[src/pkg/rif_regs.svh]
// frame constants for the route indicator framer
`ifndef RIF_REGS_SVH
`define RIF_REGS_SVH
`define RIF_START_DELIM 8'h7E
`define RIF_TYPE_ROUTE_REC 8'hA1
`define RIF_TYPE_MTO_REQ 8'hA3
`define RIF_OFS_TYPE 8'h03
`define RIF_OFS_ADDR64 8'h04
`define RIF_OFS_ADDR64_LAST 8'h0B
`define RIF_OFS_NET_MSB 8'h0C
`define RIF_OFS_NET_LSB 8'h0D
`define RIF_OFS_OPTS 8'h0E
`define RIF_OFS_COUNT 8'h0F
`define RIF_OFS_RELAY 8'h10
`define RIF_OPT_ACKED 8'h01
`define RIF_OPT_BCAST 8'h02
`define RIF_RESERVED_VAL 8'h00
`define RIF_CSUM_BASE 8'hFF
`define RIF_MTO_LEN 8'h0C
`define RIF_RR_BASE_LEN 8'h0D
`endif

[src/pkg/rif_pkg.sv]
// types for the route indicator framer
package rif_pkg;
  typedef struct packed {
    logic [63:0] addr64;
    logic [15:0] addr16;
    logic [7:0] rx_opts;
  } rif_src_t;
  typedef enum logic [2:0] {
    RIF_IDLE = 3'b000,
    RIF_DELIM = 3'b001,
    RIF_LEN_MSB = 3'b011,
    RIF_LEN_LSB = 3'b010,
    RIF_BODY = 3'b110,
    RIF_CSUM = 3'b111
  } rif_state_t;
endpackage

[src/design/rif_framer.sv]
// route record and many-to-one request frame generator
//
// Overview of operation
// - A received route record makes a frame whose type byte is 0xA1.
// - The route record frame carries the 64-bit source at 4-11 and 16-bit source at 12-13.
// - Offset 14 of the route record frame is the receive options byte.
// - Offset 15 of the route record frame is the count of relay hops only.
// - From offset 16 each relay address follows as two bytes, destination side first.
// - A received many-to-one route request makes a frame whose type byte is 0xA3.
// - The request frame has the 64-bit source at 4-11 and a zero byte at 14.
// - The request frame has the 16-bit source at 12-13, high byte first.
`timescale 1ns/100ps
`include "rif_regs.svh"
module rif_framer
  import rif_pkg::*;
#(
  parameter int MAX_HOPS = 16
) (
  // clock and reset
  input wire logic ref_clk,
  input wire logic srst,
  // indication request, relay list index 0 neighbours the destination
  input wire logic rr_valid,
  input wire logic mto_valid,
  output logic req_ready,
  input wire rif_src_t src,
  input wire logic [7:0] hop_count,
  input wire logic [MAX_HOPS*16-1:0] hop_list,
  // serial byte stream to host
  output logic [7:0] tx_data,
  output logic tx_valid,
  input wire logic tx_ready,
  output logic tx_last
);
  rif_state_t state_reg, state_next;
  logic [7:0] ofs_reg;
  logic [7:0] sum_reg;
  logic is_rr_reg;
  rif_src_t src_reg;
  logic [7:0] hops_reg;
  logic [MAX_HOPS*16-1:0] list_reg;
  logic [7:0] len_reg;
  logic [7:0] tx_data_reg;
  logic tx_valid_reg;
  logic tx_last_reg;

  function automatic logic [7:0] pick_byte(input logic [63:0] w, input logic [2:0] idx);
    pick_byte = w[8*(7-idx) +: 8];
  endfunction

  wire logic take = (state_reg == RIF_IDLE) && (rr_valid || mto_valid);
  wire logic adv = !tx_valid_reg || tx_ready;
  wire logic [7:0] clamp_hops = (hop_count > 8'(MAX_HOPS)) ? 8'(MAX_HOPS) : hop_count;
  wire logic [7:0] rel = ofs_reg - `RIF_OFS_RELAY;
  wire logic [7:0] hop_idx = {1'b0, rel[7:1]};
  wire logic [15:0] hop_word = list_reg[16*hop_idx +: 16];
  wire logic [7:0] last_ofs = `RIF_OFS_TYPE + len_reg - 8'h01;
  logic [7:0] body_byte;

  assign req_ready = (state_reg == RIF_IDLE);

  always_comb begin
    body_byte = 8'h00;
    if (ofs_reg == `RIF_OFS_TYPE) begin
      body_byte = is_rr_reg ? `RIF_TYPE_ROUTE_REC : `RIF_TYPE_MTO_REQ;
    end else if (ofs_reg <= `RIF_OFS_ADDR64_LAST) begin
      body_byte = pick_byte(src_reg.addr64, 3'(ofs_reg - `RIF_OFS_ADDR64));
    end else if (ofs_reg == `RIF_OFS_NET_MSB) begin
      body_byte = src_reg.addr16[15:8];
    end else if (ofs_reg == `RIF_OFS_NET_LSB) begin
      body_byte = src_reg.addr16[7:0];
    end else if (ofs_reg == `RIF_OFS_OPTS) begin
      body_byte = is_rr_reg ? src_reg.rx_opts : `RIF_RESERVED_VAL;
    end else if (ofs_reg == `RIF_OFS_COUNT) begin
      body_byte = hops_reg;
    end else begin
      body_byte = rel[0] ? hop_word[7:0] : hop_word[15:8];
    end
  end

  always_comb begin
    state_next = state_reg;
    case (state_reg)
      RIF_IDLE: if (take) state_next = RIF_DELIM;
      RIF_DELIM: if (adv) state_next = RIF_LEN_MSB;
      RIF_LEN_MSB: if (adv) state_next = RIF_LEN_LSB;
      RIF_LEN_LSB: if (adv) state_next = RIF_BODY;
      RIF_BODY: if (adv && ofs_reg == last_ofs) state_next = RIF_CSUM;
      RIF_CSUM: if (adv) state_next = RIF_IDLE;
      default: state_next = RIF_IDLE;
    endcase
  end

  always_ff @(posedge ref_clk) begin
    if (srst) begin
      state_reg <= RIF_IDLE;
      ofs_reg <= 8'h00;
      sum_reg <= 8'h00;
      is_rr_reg <= 1'b0;
      src_reg <= '0;
      hops_reg <= 8'h00;
      list_reg <= '0;
      len_reg <= 8'h00;
      tx_data_reg <= 8'h00;
      tx_valid_reg <= 1'b0;
      tx_last_reg <= 1'b0;
    end else begin
      state_reg <= state_next;
      if (take) begin
        // route record wins when both arrive together
        is_rr_reg <= rr_valid;
        src_reg <= src;
        hops_reg <= rr_valid ? clamp_hops : 8'h00;
        list_reg <= hop_list;
        len_reg <= rr_valid ? 8'(`RIF_RR_BASE_LEN + 2 * clamp_hops) : `RIF_MTO_LEN;
        ofs_reg <= `RIF_OFS_TYPE;
        sum_reg <= 8'h00;
      end
      if (adv) begin
        tx_valid_reg <= (state_reg != RIF_IDLE);
        tx_last_reg <= (state_reg == RIF_CSUM);
        case (state_reg)
          RIF_DELIM: tx_data_reg <= `RIF_START_DELIM;
          RIF_LEN_MSB: tx_data_reg <= 8'h00;
          RIF_LEN_LSB: tx_data_reg <= len_reg;
          RIF_BODY: begin
            tx_data_reg <= body_byte;
            sum_reg <= sum_reg + body_byte;
            ofs_reg <= ofs_reg + 8'h01;
          end
          RIF_CSUM: tx_data_reg <= `RIF_CSUM_BASE - sum_reg;
          default: tx_data_reg <= tx_data_reg;
        endcase
      end
    end
  end

  assign tx_data = tx_data_reg;
  assign tx_valid = tx_valid_reg;
  assign tx_last = tx_last_reg;

  property p_delim_after_take;
    @(posedge ref_clk) disable iff (srst)
    take |=> (state_reg == RIF_DELIM);
  endproperty
  a_delim_after_take: assert property (p_delim_after_take) else $error("no delimiter state");

  property p_delim_byte;
    @(posedge ref_clk) disable iff (srst)
    (state_reg == RIF_DELIM && adv) |=> (tx_valid && tx_data == 8'h7E);
  endproperty
  a_delim_byte: assert property (p_delim_byte) else $error("bad delimiter");

  property p_type_rr;
    @(posedge ref_clk) disable iff (srst)
    (state_reg == RIF_BODY && adv && ofs_reg == 8'h03 && is_rr_reg) |=> tx_data == 8'hA1;
  endproperty
  a_type_rr: assert property (p_type_rr) else $error("bad route record type");

  property p_type_mto;
    @(posedge ref_clk) disable iff (srst)
    (state_reg == RIF_BODY && adv && ofs_reg == 8'h03 && !is_rr_reg) |=> tx_data == 8'hA3;
  endproperty
  a_type_mto: assert property (p_type_mto) else $error("bad request type");

  property p_addr_msb;
    @(posedge ref_clk) disable iff (srst)
    (state_reg == RIF_BODY && adv && ofs_reg == 8'h04) |=> tx_data == src_reg.addr64[63:56];
  endproperty
  a_addr_msb: assert property (p_addr_msb) else $error("bad 64-bit msb");

  property p_net_msb;
    @(posedge ref_clk) disable iff (srst)
    (state_reg == RIF_BODY && adv && ofs_reg == 8'h0C) |=> tx_data == src_reg.addr16[15:8];
  endproperty
  a_net_msb: assert property (p_net_msb) else $error("bad 16-bit msb");

  property p_opts;
    @(posedge ref_clk) disable iff (srst)
    (state_reg == RIF_BODY && adv && ofs_reg == 8'h0E)
      |=> tx_data == (is_rr_reg ? src_reg.rx_opts : 8'h00);
  endproperty
  a_opts: assert property (p_opts) else $error("bad options byte");

  property p_reserved;
    @(posedge ref_clk) disable iff (srst)
    (state_reg == RIF_BODY && adv && ofs_reg == 8'h0E && !is_rr_reg) |=> tx_data == 8'h00;
  endproperty
  a_reserved: assert property (p_reserved) else $error("reserved not zero");

  property p_count;
    @(posedge ref_clk) disable iff (srst)
    (state_reg == RIF_BODY && adv && ofs_reg == 8'h0F) |=> tx_data == hops_reg;
  endproperty
  a_count: assert property (p_count) else $error("bad relay count");

  property p_first_hop;
    @(posedge ref_clk) disable iff (srst)
    (state_reg == RIF_BODY && adv && ofs_reg == 8'h10) |=> tx_data == list_reg[15:8];
  endproperty
  a_first_hop: assert property (p_first_hop) else $error("bad first relay");

  c_rr: cover property (@(posedge ref_clk) take && rr_valid);
  c_mto: cover property (@(posedge ref_clk) take && !rr_valid);
  c_stall: cover property (@(posedge ref_clk) tx_valid && !tx_ready);
  c_end: cover property (@(posedge ref_clk) tx_valid && tx_ready && tx_last);
endmodule

[config.mk]
export PLATFORM = sky130hd
export DESIGN_NAME = rif_framer
export DESIGN_NICKNAME = d
export VERILOG_FILES = /design/src/pkg/rif_pkg.sv /design/src/design/rif_framer.sv
export VERILOG_INCLUDE_DIRS = /design/src /design/src/pkg
export SDC_FILE = /design/constraint.sdc
export NUM_CORES = 1
export LEC_CHECK = 0
export ABC_CLOCK_PERIOD_IN_PS = 5800
export BUFFER_PORTS_ARGS = -buffer_cell sky130_fd_sc_hd__buf_4
export CAP_MARGIN = 20
export CORE_ASPECT_RATIO = 1.5
export CORE_MARGIN = 5
export CORE_UTILIZATION = 50
export DETAILED_ROUTE_END_ITERATION = 16
export PLACE_DENSITY = 0.81
export SLEW_MARGIN = 0
export SYNTH_ARGS = -nofsm -noshare
export SYNTH_HDL_FRONTEND = slang
export SYNTH_SLANG_ARGS = --single-unit
[constraint.sdc]
create_clock -name ref_clk -period 5.8 [get_ports ref_clk]
set_input_delay 1.16 -clock ref_clk [delete_from_list [all_inputs] [get_ports ref_clk]]
set_output_delay 1.16 -clock ref_clk [all_outputs]
set_load 0.03 [all_outputs]
After elaboration in Yosys (flattened, before gate mapping). Cells that the tools add are included.

Word-level logic and storage cells: 79. Bits of input ports: 357. Output and inout port bits: 11. Bits in registers: 390.

Reductions and logical operators: 10. Add/sub/neg operators: 9. $lt $le $gt $ge: 2. Shift operators: 2. Mux-type cells: 26. Equal/unequal tests: 17.

Operators by type and width (number): $shiftx A256 B12 Y16 (1); $mux W8 (17); $shiftx A64 B33 Y8 (1); $pmux W8 S5 (1); $eq A8 B4 Y1 const B (4); $mux W3 (6); $pmux W3 S6 (1); $ne A2 B2 Y1 const B (5); $add A2 B8 Y8 const A (1); $add A4 B8 Y8 const A (1); $add A8 B1 Y8 const B (1); $add A8 B8 Y8 (1); $eq A8 B2 Y1 const B (1); $eq A8 B8 Y1 (1); $gt A8 B5 Y1 const B (1); $le A8 B4 Y1 const B (1); $sub A8 B1 Y8 const B (1); $sub A8 B5 Y8 const B (1); $sub A8 B8 Y8 const A (1); $eq A3 B2 Y1 const B (2); $eq A3 B3 Y1 const B (2); $reduce_and A6 Y1 (1); $reduce_bool A5 Y1 (1); $sub A3 B3 Y4 const A (1); 10 further kinds (12).

Logic depth before layout (Yosys ltp). Gate-level depths: netlist of the first run.

Depth after elaboration: 12. Depth in mapped cells: 22.

Least setup slack after synthesis of the first run. Ideal clock, no wire load.

Path kind: register to register. From: register ofs_reg[1]. To: register sum_reg[7]. Required time: 5.672 ns. Path slack: 1.792 ns. Arrival time: 3.880 ns. Cell stages (with the launch flop): 22. Path through: dfxtp_1 -> buf_6 -> buf_12 -> buf_12 -> buf_4 -> buf_4 -> buf_2 -> inv_1 -> ha_1 -> inv_1 -> nor3_2 -> a221oi_1 -> o211ai_1 -> a221oi_1 -> nor2_1 -> ha_1 -> a21oi_1 -> o21bai_1 -> a2111o_1 -> nand2_1 -> nor3_1 -> nand4b_1.

Word-level cells in the longest chain between the ends: 12. Elaborated cells on any way between the ends: 21. Those cells by class: add/sub (4); order compare (1); eq/ne (5); shift (2); mux (9).

Ends and longest elaborated chain: start: declaration (RTL line rif_framer.sv:36) `logic [7:0] ofs_reg;`; start signal: assignment (RTL line rif_framer.sv:116) `` ofs_reg <= `RIF_OFS_TYPE; ``; start signal: assignment (RTL line rif_framer.sv:129) `ofs_reg <= ofs_reg + 8'h01;`; $sub A8 B5 Y8 (no line); $shiftx A256 B12 Y16 (RTL line rif_framer.sv:56) `wire logic [15:0] hop_word = list_reg[16*hop_idx +: 16];`; $mux W8 (RTL line rif_framer.sv:77) `body_byte = rel[0] ? hop_word[7:0] : hop_word[15:8];`; $mux W8 (RTL line rif_framer.sv:74) `` end else if (ofs_reg == `RIF_OFS_COUNT) begin ``; $mux W8 (RTL line rif_framer.sv:72) `` end else if (ofs_reg == `RIF_OFS_OPTS) begin ``; $mux W8 (RTL line rif_framer.sv:70) `` end else if (ofs_reg == `RIF_OFS_NET_LSB) begin ``; $mux W8 (RTL line rif_framer.sv:68) `` end else if (ofs_reg == `RIF_OFS_NET_MSB) begin ``; $mux W8 (RTL line rif_framer.sv:66) `` end else if (ofs_reg <= `RIF_OFS_ADDR64_LAST) begin ``; $mux W8 * (RTL line rif_framer.sv:64) `` if (ofs_reg == `RIF_OFS_TYPE) begin ``; $add A8 B8 Y8 * (RTL line rif_framer.sv:128) `sum_reg <= sum_reg + body_byte;`; $mux W8 * (RTL line rif_framer.sv:122) `case (state_reg)`; $mux W8 * (RTL line rif_framer.sv:119) `if (adv) begin`; end signal: assignment (RTL line rif_framer.sv:128); end: declaration (RTL line rif_framer.sv:37) `logic [7:0] sum_reg;`.

Mark *: on every way between the ends. The rest lies on a longest branch, timed or not. A chain may end at the register's enable or synchronous reset.

Final worst setup path of the first run.
From: register ofs_reg[1]. To: register sum_reg[6].

The elaborated chain is that of the path after synthesis.

==> flow_summary.toml, run 1 <==
[floorplanning]
dieHeight_um = 237
placementRows = 83
initial_core_util_pct = 50.4
core_um2 = 34200
die_x_um = 162
ios = 368
die_area_um2 = 38300

[clocking]
cts-root-buf = "clkbuf_16"
cts_num_sinks = 388
post_cts_buffers = 0
cts_resized = 0
cts_buffers = 37
h-tree-depth = 2
cts_tree = "done"
clock_latency_ns = 0.55
clk_pin_slew_ns = 0.06
clock_path_buffers = 3
ctsHoldBuffers = 0

[final_layout]
syn_to_final_growth_pct = 23.6
final_util_pct = 62.3
fillers = 2880
antenna_cells = 0
fin_nets = 2724
largest_reg_flops = 256
drive_above_1_share_pct = 22.0

[placement]
gp_congestion = 0.917
dp_hpwl_mm = 41.0
port_buffers = 367

[synthesis]
synth_common_cells = "723 x nand2_1, 388 x dfxtp_1, 380 x a21oi_1, 138 x clkbuf_1, 63 x mux4_2"
synth_most_common_cell = "nand2_1"
yosys.area_share.simple_pct = 20.3
synth_top_family_by_area = "simple AND/OR/NAND/NOR gates"
yosysTopAreaCellShare_pct = 45.1
ys_ff_latch = 388
synth_xor_area_share_pct = 0.916
synthMuxAreaShare_pct = 11.4
synth-main-ff-cell = "dfxtp_1"
synth_top_area_cell = "dfxtp_1"
synth_edf_count = 0
syn_inst = 2092
synth_cell_types = 64
syn-cell-area_um2 = 17200
syn_nets = 2466
synth-seq-area-share_pct = 45.1
synth-adder-area-share_pct = 1.28
ys_async_sr_fraction_pct = 0
ys_warn_count = 0
synth_compound_area_share_pct = 16.6
syn_area_per_cell_um2 = 8.23
synthTopCellsByArea = "dfxtp_1 45%, nand2_1 16%, a21oi_1 11%, mux4_2 8.2%, mux2i_1 3.1%"

[detailed_routing]
drt_iter0_markers = 1468
firstDrtPassIters = 6
wirelength_mm = 55.6
viasPerCell = 5.71
wl_per_cell_um = 19.8
drc = 0
ant_nets = 0
vias = 16005

[critical_path]
critPathRequiredTime_ns = 6.19
critPathCaptureType = "register"
r2r_slack_ns = 1.21
cp.arrival_ns = 4.98
cpLargestDelayFamily = "compound AO/OA/AOI/OAI gates"
r2r_end = "sum_reg[6]"
critical_path_class = "reg -> reg"
path_cells = "mux4_2, mux4_2, o211ai_1, o2bb2ai_1, o211ai_1, ha_1, fa_1, a21o_1, a21oi_1, o21bai_1, a21oi_1, xnor2_1, a22oi_1, nor2_1"
worstSetupPathDepth = 14
crit_path_end = "sum_reg[6]"
worst_path_max_delay_cell = "dfxtp_4"
startpoint = "ofs_reg[1]"
critPathLaunchType = "register"
cpPeakStageDelay_ns = 1.00
timing.critical_path.buf_inv = 0
crit-reg2reg-launch = "ofs_reg[1]"
critical_path.max_fanout = 53
r2r_cells = 14

[timing]
setup_viol = 0
period_minus_slack_ns = 4.59
fin_crit_sh_pct = 79.1
rsz0062_at_grt = "no"
slew_violations = 0
fmax_mhz = 218
hold_viol_final = 0
fin_skew_ns = 0.0173
worstMarginPinSlew_ns = 1.03
maxSlewHeadroom_pct = 31.6
fin_setup_tns_ns = 0

[power_and_ir_drop]
switching_power_mw = 2.20
p_int_mw = 5.09
swShare_pct = 30.2
clkPwrFrac_pct = 35.0
p_leak_nw = 8.46
max-vdd-ir-drop_mv = 0.223
power_frac_seq_pct = 43.8
p_per_area_nw_per_um2 = 343
power_frac_comb_pct = 21.2

[global_route]
antenna_found_initial = 0
grt_first_pass_wirelength_mm = 85.1
grtUsageTotal_pct = 27.8
overflow = 0
grt_max_degree = 212
grt_pass1_vias = 15962

[hold_path]
min_from = "src_reg[62]"
holdCritPathClass = "reg -> reg"

[run_status]
status = "finished, final reports clean"

[run]
cap_viol_max_count = 0
## logic make-up after synthesis
| family | count (synthesis) |
|---|---|
| adders and majority gates | 17 |
| and+or+nand+nor | 873 |
| buffers and inverters | 176 |
| DFF | 388 |
| AOI/OAI and AO/OA | 503 |
| muxes | 117 |
| xor gates and xnor gates | 18 |
## stage by stage
stage | cell area [µm²] | instances | setup WS, ns | hold slack [ns] | total power, mW
5_1_grt | 21300 | 2803 | 0.855 | 0.469 | 7.60
6_report | 21300 | 2803 | 1.21 | 0.451 | 7.29
2_1_floorplan | 17200 | 2092 | 1.79 | 0.430 | 4.20
4_1_cts | 21300 | 2803 | 1.20 | 0.451 | 7.31
3_3_place_gp | 20000 | 2736 | 1.27 | 0.440 | 4.74
3_5_place_dp | 20000 | 2736 | 1.24 | 0.443 | 4.78
## final cells by class
cell class	instances	area (µm²)	share of cell area, %
clock buffer	50	1040	4.87
multi-input combinational	1528	8710	40.9
tap	425	532	2.50
inverter	13	48.8	0.229
timing repair buffer	382	2940	13.8
sequential	388	7780	36.5
clock inverter	17	244	1.15
## layout by cell type, fill, tap and decap left out, drive strengths merged, types with 6 or more instances in the layout
cell type / n
nand2: 723
dfxtp: 388
buf: 382
a21oi: 380
mux4: 63
nor2: 60
mux2i: 53
clkbuf: 50
o21ai: 24
nor3: 20
a221oi: 20
nand3: 18
a22oi: 17
inv: 17
ha: 16
xnor2: 12
and2: 11
a211oi: 11
o211ai: 10
or3: 8
a221o: 8
a31oi: 8
xor2: 6
nor2b: 6
## tightest hold or removal path, stage by stage (launching register included)
cell,delay [ns]
dfxtp_1,0.30
nand2_1,0.05
a21oi_1,0.05
## power by group through the flow
stage,registers [mW],logic [mW],clock network (mW)
after floorplan,3.14,1.06,0
final,3.19,1.55,2.55
after CTS,3.19,1.54,2.58
after detailed placement,3.24,1.53,0
after global routing,3.22,1.70,2.68
after global placement,3.24,1.50,0
## how the worst min path moves through the flow
stage / endpoint / depth (start not counted)
2_1_floorplan: hops_reg[5] / 1
5_1_grt: src_reg[62] / 2
3_5_place_dp: src_reg[62] / 2
6_report: src_reg[62] / 2
4_1_cts: src_reg[62] / 2
3_3_place_gp: src_reg[83] / 2
## metal layers
| metal | track usage, % | wire length (µm) | vias to the layer above |
|---|---|---|---|
| met3 | 3.69 | 3670 | 158 |
| met5 | 0 | 0 | - |
| met4 | 16.2 | 3470 | 0 |
| met2 | 46.8 | 27200 | 685 |
| li1 | - | - | 7653 |
| met1 | 34.2 | 21200 | 7509 |
Power figures use the tool's default switching activity.
==> inputs of run 2 (changes only) <==
--- a/config.mk
+++ b/config.mk
@@ -6,7 +6,7 @@
 export SDC_FILE = /design/constraint.sdc
 export NUM_CORES = 1
 export LEC_CHECK = 0
-export ABC_CLOCK_PERIOD_IN_PS = 5800
+export ABC_CLOCK_PERIOD_IN_PS = 4750
 export BUFFER_PORTS_ARGS = -buffer_cell sky130_fd_sc_hd__buf_4
 export CAP_MARGIN = 20
 export CORE_ASPECT_RATIO = 1.5
==> constraint.sdc (replaced) <==
create_clock -name ref_clk -period 4.75 [get_ports ref_clk]
set_input_delay 0.95 -clock ref_clk [delete_from_list [all_inputs] [get_ports ref_clk]]
set_output_delay 0.95 -clock ref_clk [all_outputs]
set_load 0.03 [all_outputs]
==> run 2 against run 1 <==
Sequential share of layout area down 0.26 points. Cell count up 0.61%. Fmax up 4.8%. Sequential cell count unchanged. Cell area up 0.71%. Critical endpoint is now sum_reg[7]. Largest power group unchanged.
==> flow_summary.toml, run 2 (synthesized netlist as in run 1, its figures left out) <==
[run_status]
status = "finished, final reports clean"

[placement]
dpl-instance-area_um2 = 20200
dp_hpwl_mm = 41.8
pre_cts_ws_ns = 0.419
dp_cells = 2755
port_buffers = 367
gp_congestion = 0.916

[critical_path]
critPathCaptureType = "register"
critical_path_class = "reg -> reg"
critPathRequiredTime_ns = 5.21
critPathLaunchType = "register"
critical_path.max_fanout = 28
cp.arrival_ns = 4.84

[power_and_ir_drop]
power.total_mw = 8.92
swShare_pct = 30.3
power_frac_comb_pct = 22.0
p_per_area_nw_per_um2 = 416
max-vdd-ir-drop_mv = 0.273
power_frac_seq_pct = 43.4
switching_power_mw = 2.70
clkPwrFrac_pct = 34.6
p_leak_nw = 8.56
p_int_mw = 6.21

[timing]
fin_skew_ns = 0.0267
setup_viol = 0
worstMarginPinSlew_ns = 1.08
rsz0062_at_grt = "no"
fmax_mhz = 228
fin_setup_tns_ns = 0
fin_crit_sh_pct = 92.2
maxSlewHeadroom_pct = 27.8
period_minus_slack_ns = 4.38
slew_violations = 0
setup_slack_ns = 0.370
hold_viol_final = 0
whs_ns = 0.451

[floorplanning]
dieHeight_um = 237
die_area_um2 = 38300
placementRows = 83
initial_core_util_pct = 50.4
core_um2 = 34200
ios = 368
die_x_um = 162

[final_layout]
final_util_pct = 62.7
final_cells = 2820
antenna_cells = 0
layout_commonest_cell = "nand2_1"
drive_above_1_share_pct = 22.6
largest_reg_flops = 256
final_area_um2 = 21400
fin_nets = 2744
mostFrequentLayoutCells = "723 x nand2_1, 393 x buf_4, 385 x dfxtp_1"
syn_to_final_growth_pct = 24.5

[clocking]
cts_resized = 0
h-tree-depth = 2
post_cts_buffers = 0
cts_buffers = 38
ctsHoldBuffers = 0
cts-root-buf = "clkbuf_16"
clk_pin_slew_ns = 0.06
clock_latency_ns = 0.55
cts_num_sinks = 388
cts_tree = "done"
clock_path_buffers = 3

[detailed_routing]
viasPerCell = 5.74
vias = 16184
drt_iter0_markers = 1374
drc = 0
wirelength_mm = 56.3
ant_nets = 0
wl_per_cell_um = 20.0
firstDrtPassIters = 5

[run]
cap_viol_max_count = 0

[hold_path]
holdCritPathClass = "reg -> reg"

[global_route]
antenna_found_initial = 0
grt_max_degree = 160
grt_pass1_vias = 15936
grt_first_pass_wirelength_mm = 85.7
overflow = 0
grtUsageTotal_pct = 28.1
[run 2: changes by cell type in the layout (fill, tap and decap cells not counted), sizes merged]
cell    previous run  this run
bufinv             5         4
buf              382       401
clkinv             5         7
inv               17        15
clkbuf            50        49
[run 2: final timing paths]
kind          startpoint  slack, ns  cells after the start     endpoint
min          src_reg[37]       0.45                      2  src_reg[37]
max           ofs_reg[1]       0.37                     15   sum_reg[7]
max reg2reg   ofs_reg[1]       0.37                     15   sum_reg[7]
min reg2reg  src_reg[37]       0.45                      2  src_reg[37]
[run 2: power groups by stage]
| stage | Combinational, mW | Clock (mW) | Sequential (mW) |
|---|---|---|---|
| global route | 2.13 | 3.25 | 3.90 |
| CTS | 1.95 | 3.12 | 3.86 |
| global placement | 1.89 | 0 | 3.92 |
| finish | 1.96 | 3.09 | 3.87 |
| detailed placement | 1.94 | 0 | 3.93 |
| floorplan | 1.29 | 0 | 3.83 |
[run 2: layer usage]
layer  share of wire (%)  GRT usage (%)
met3                 6.3           3.76
met5                   0              0
met4                 6.0           15.8
met2                  50           48.2
met1                  38           33.9
[run 2: critical path, cell delays in order, from the launching register on]
cell and delay (ns):
dfxtp_4 0.70, buf_4 0.29, mux4_2 0.51, mux4_2 0.52, nand3_1 0.14, a31oi_1 0.09, a31oi_1 0.21, nor2_1 0.10
ha_1 0.28, a21o_1 0.18, a21oi_1 0.24, o21bai_1 0.14, a2111o_1 0.49, a21boi_0 0.19, mux2i_1 0.09, nand4b_1 0.10
[run 2: layout make-up]
type | count | area [µm²]
Fill cell | 2844 | 12700
Multi-Input combinational cell | 1528 | 8710
Sequential cell | 388 | 7780
Timing Repair Buffer | 401 | 3110
Clock buffer | 49 | 1050
Tap cell | 425 | 532
Clock inverter | 16 | 210
Inverter | 13 | 48.8
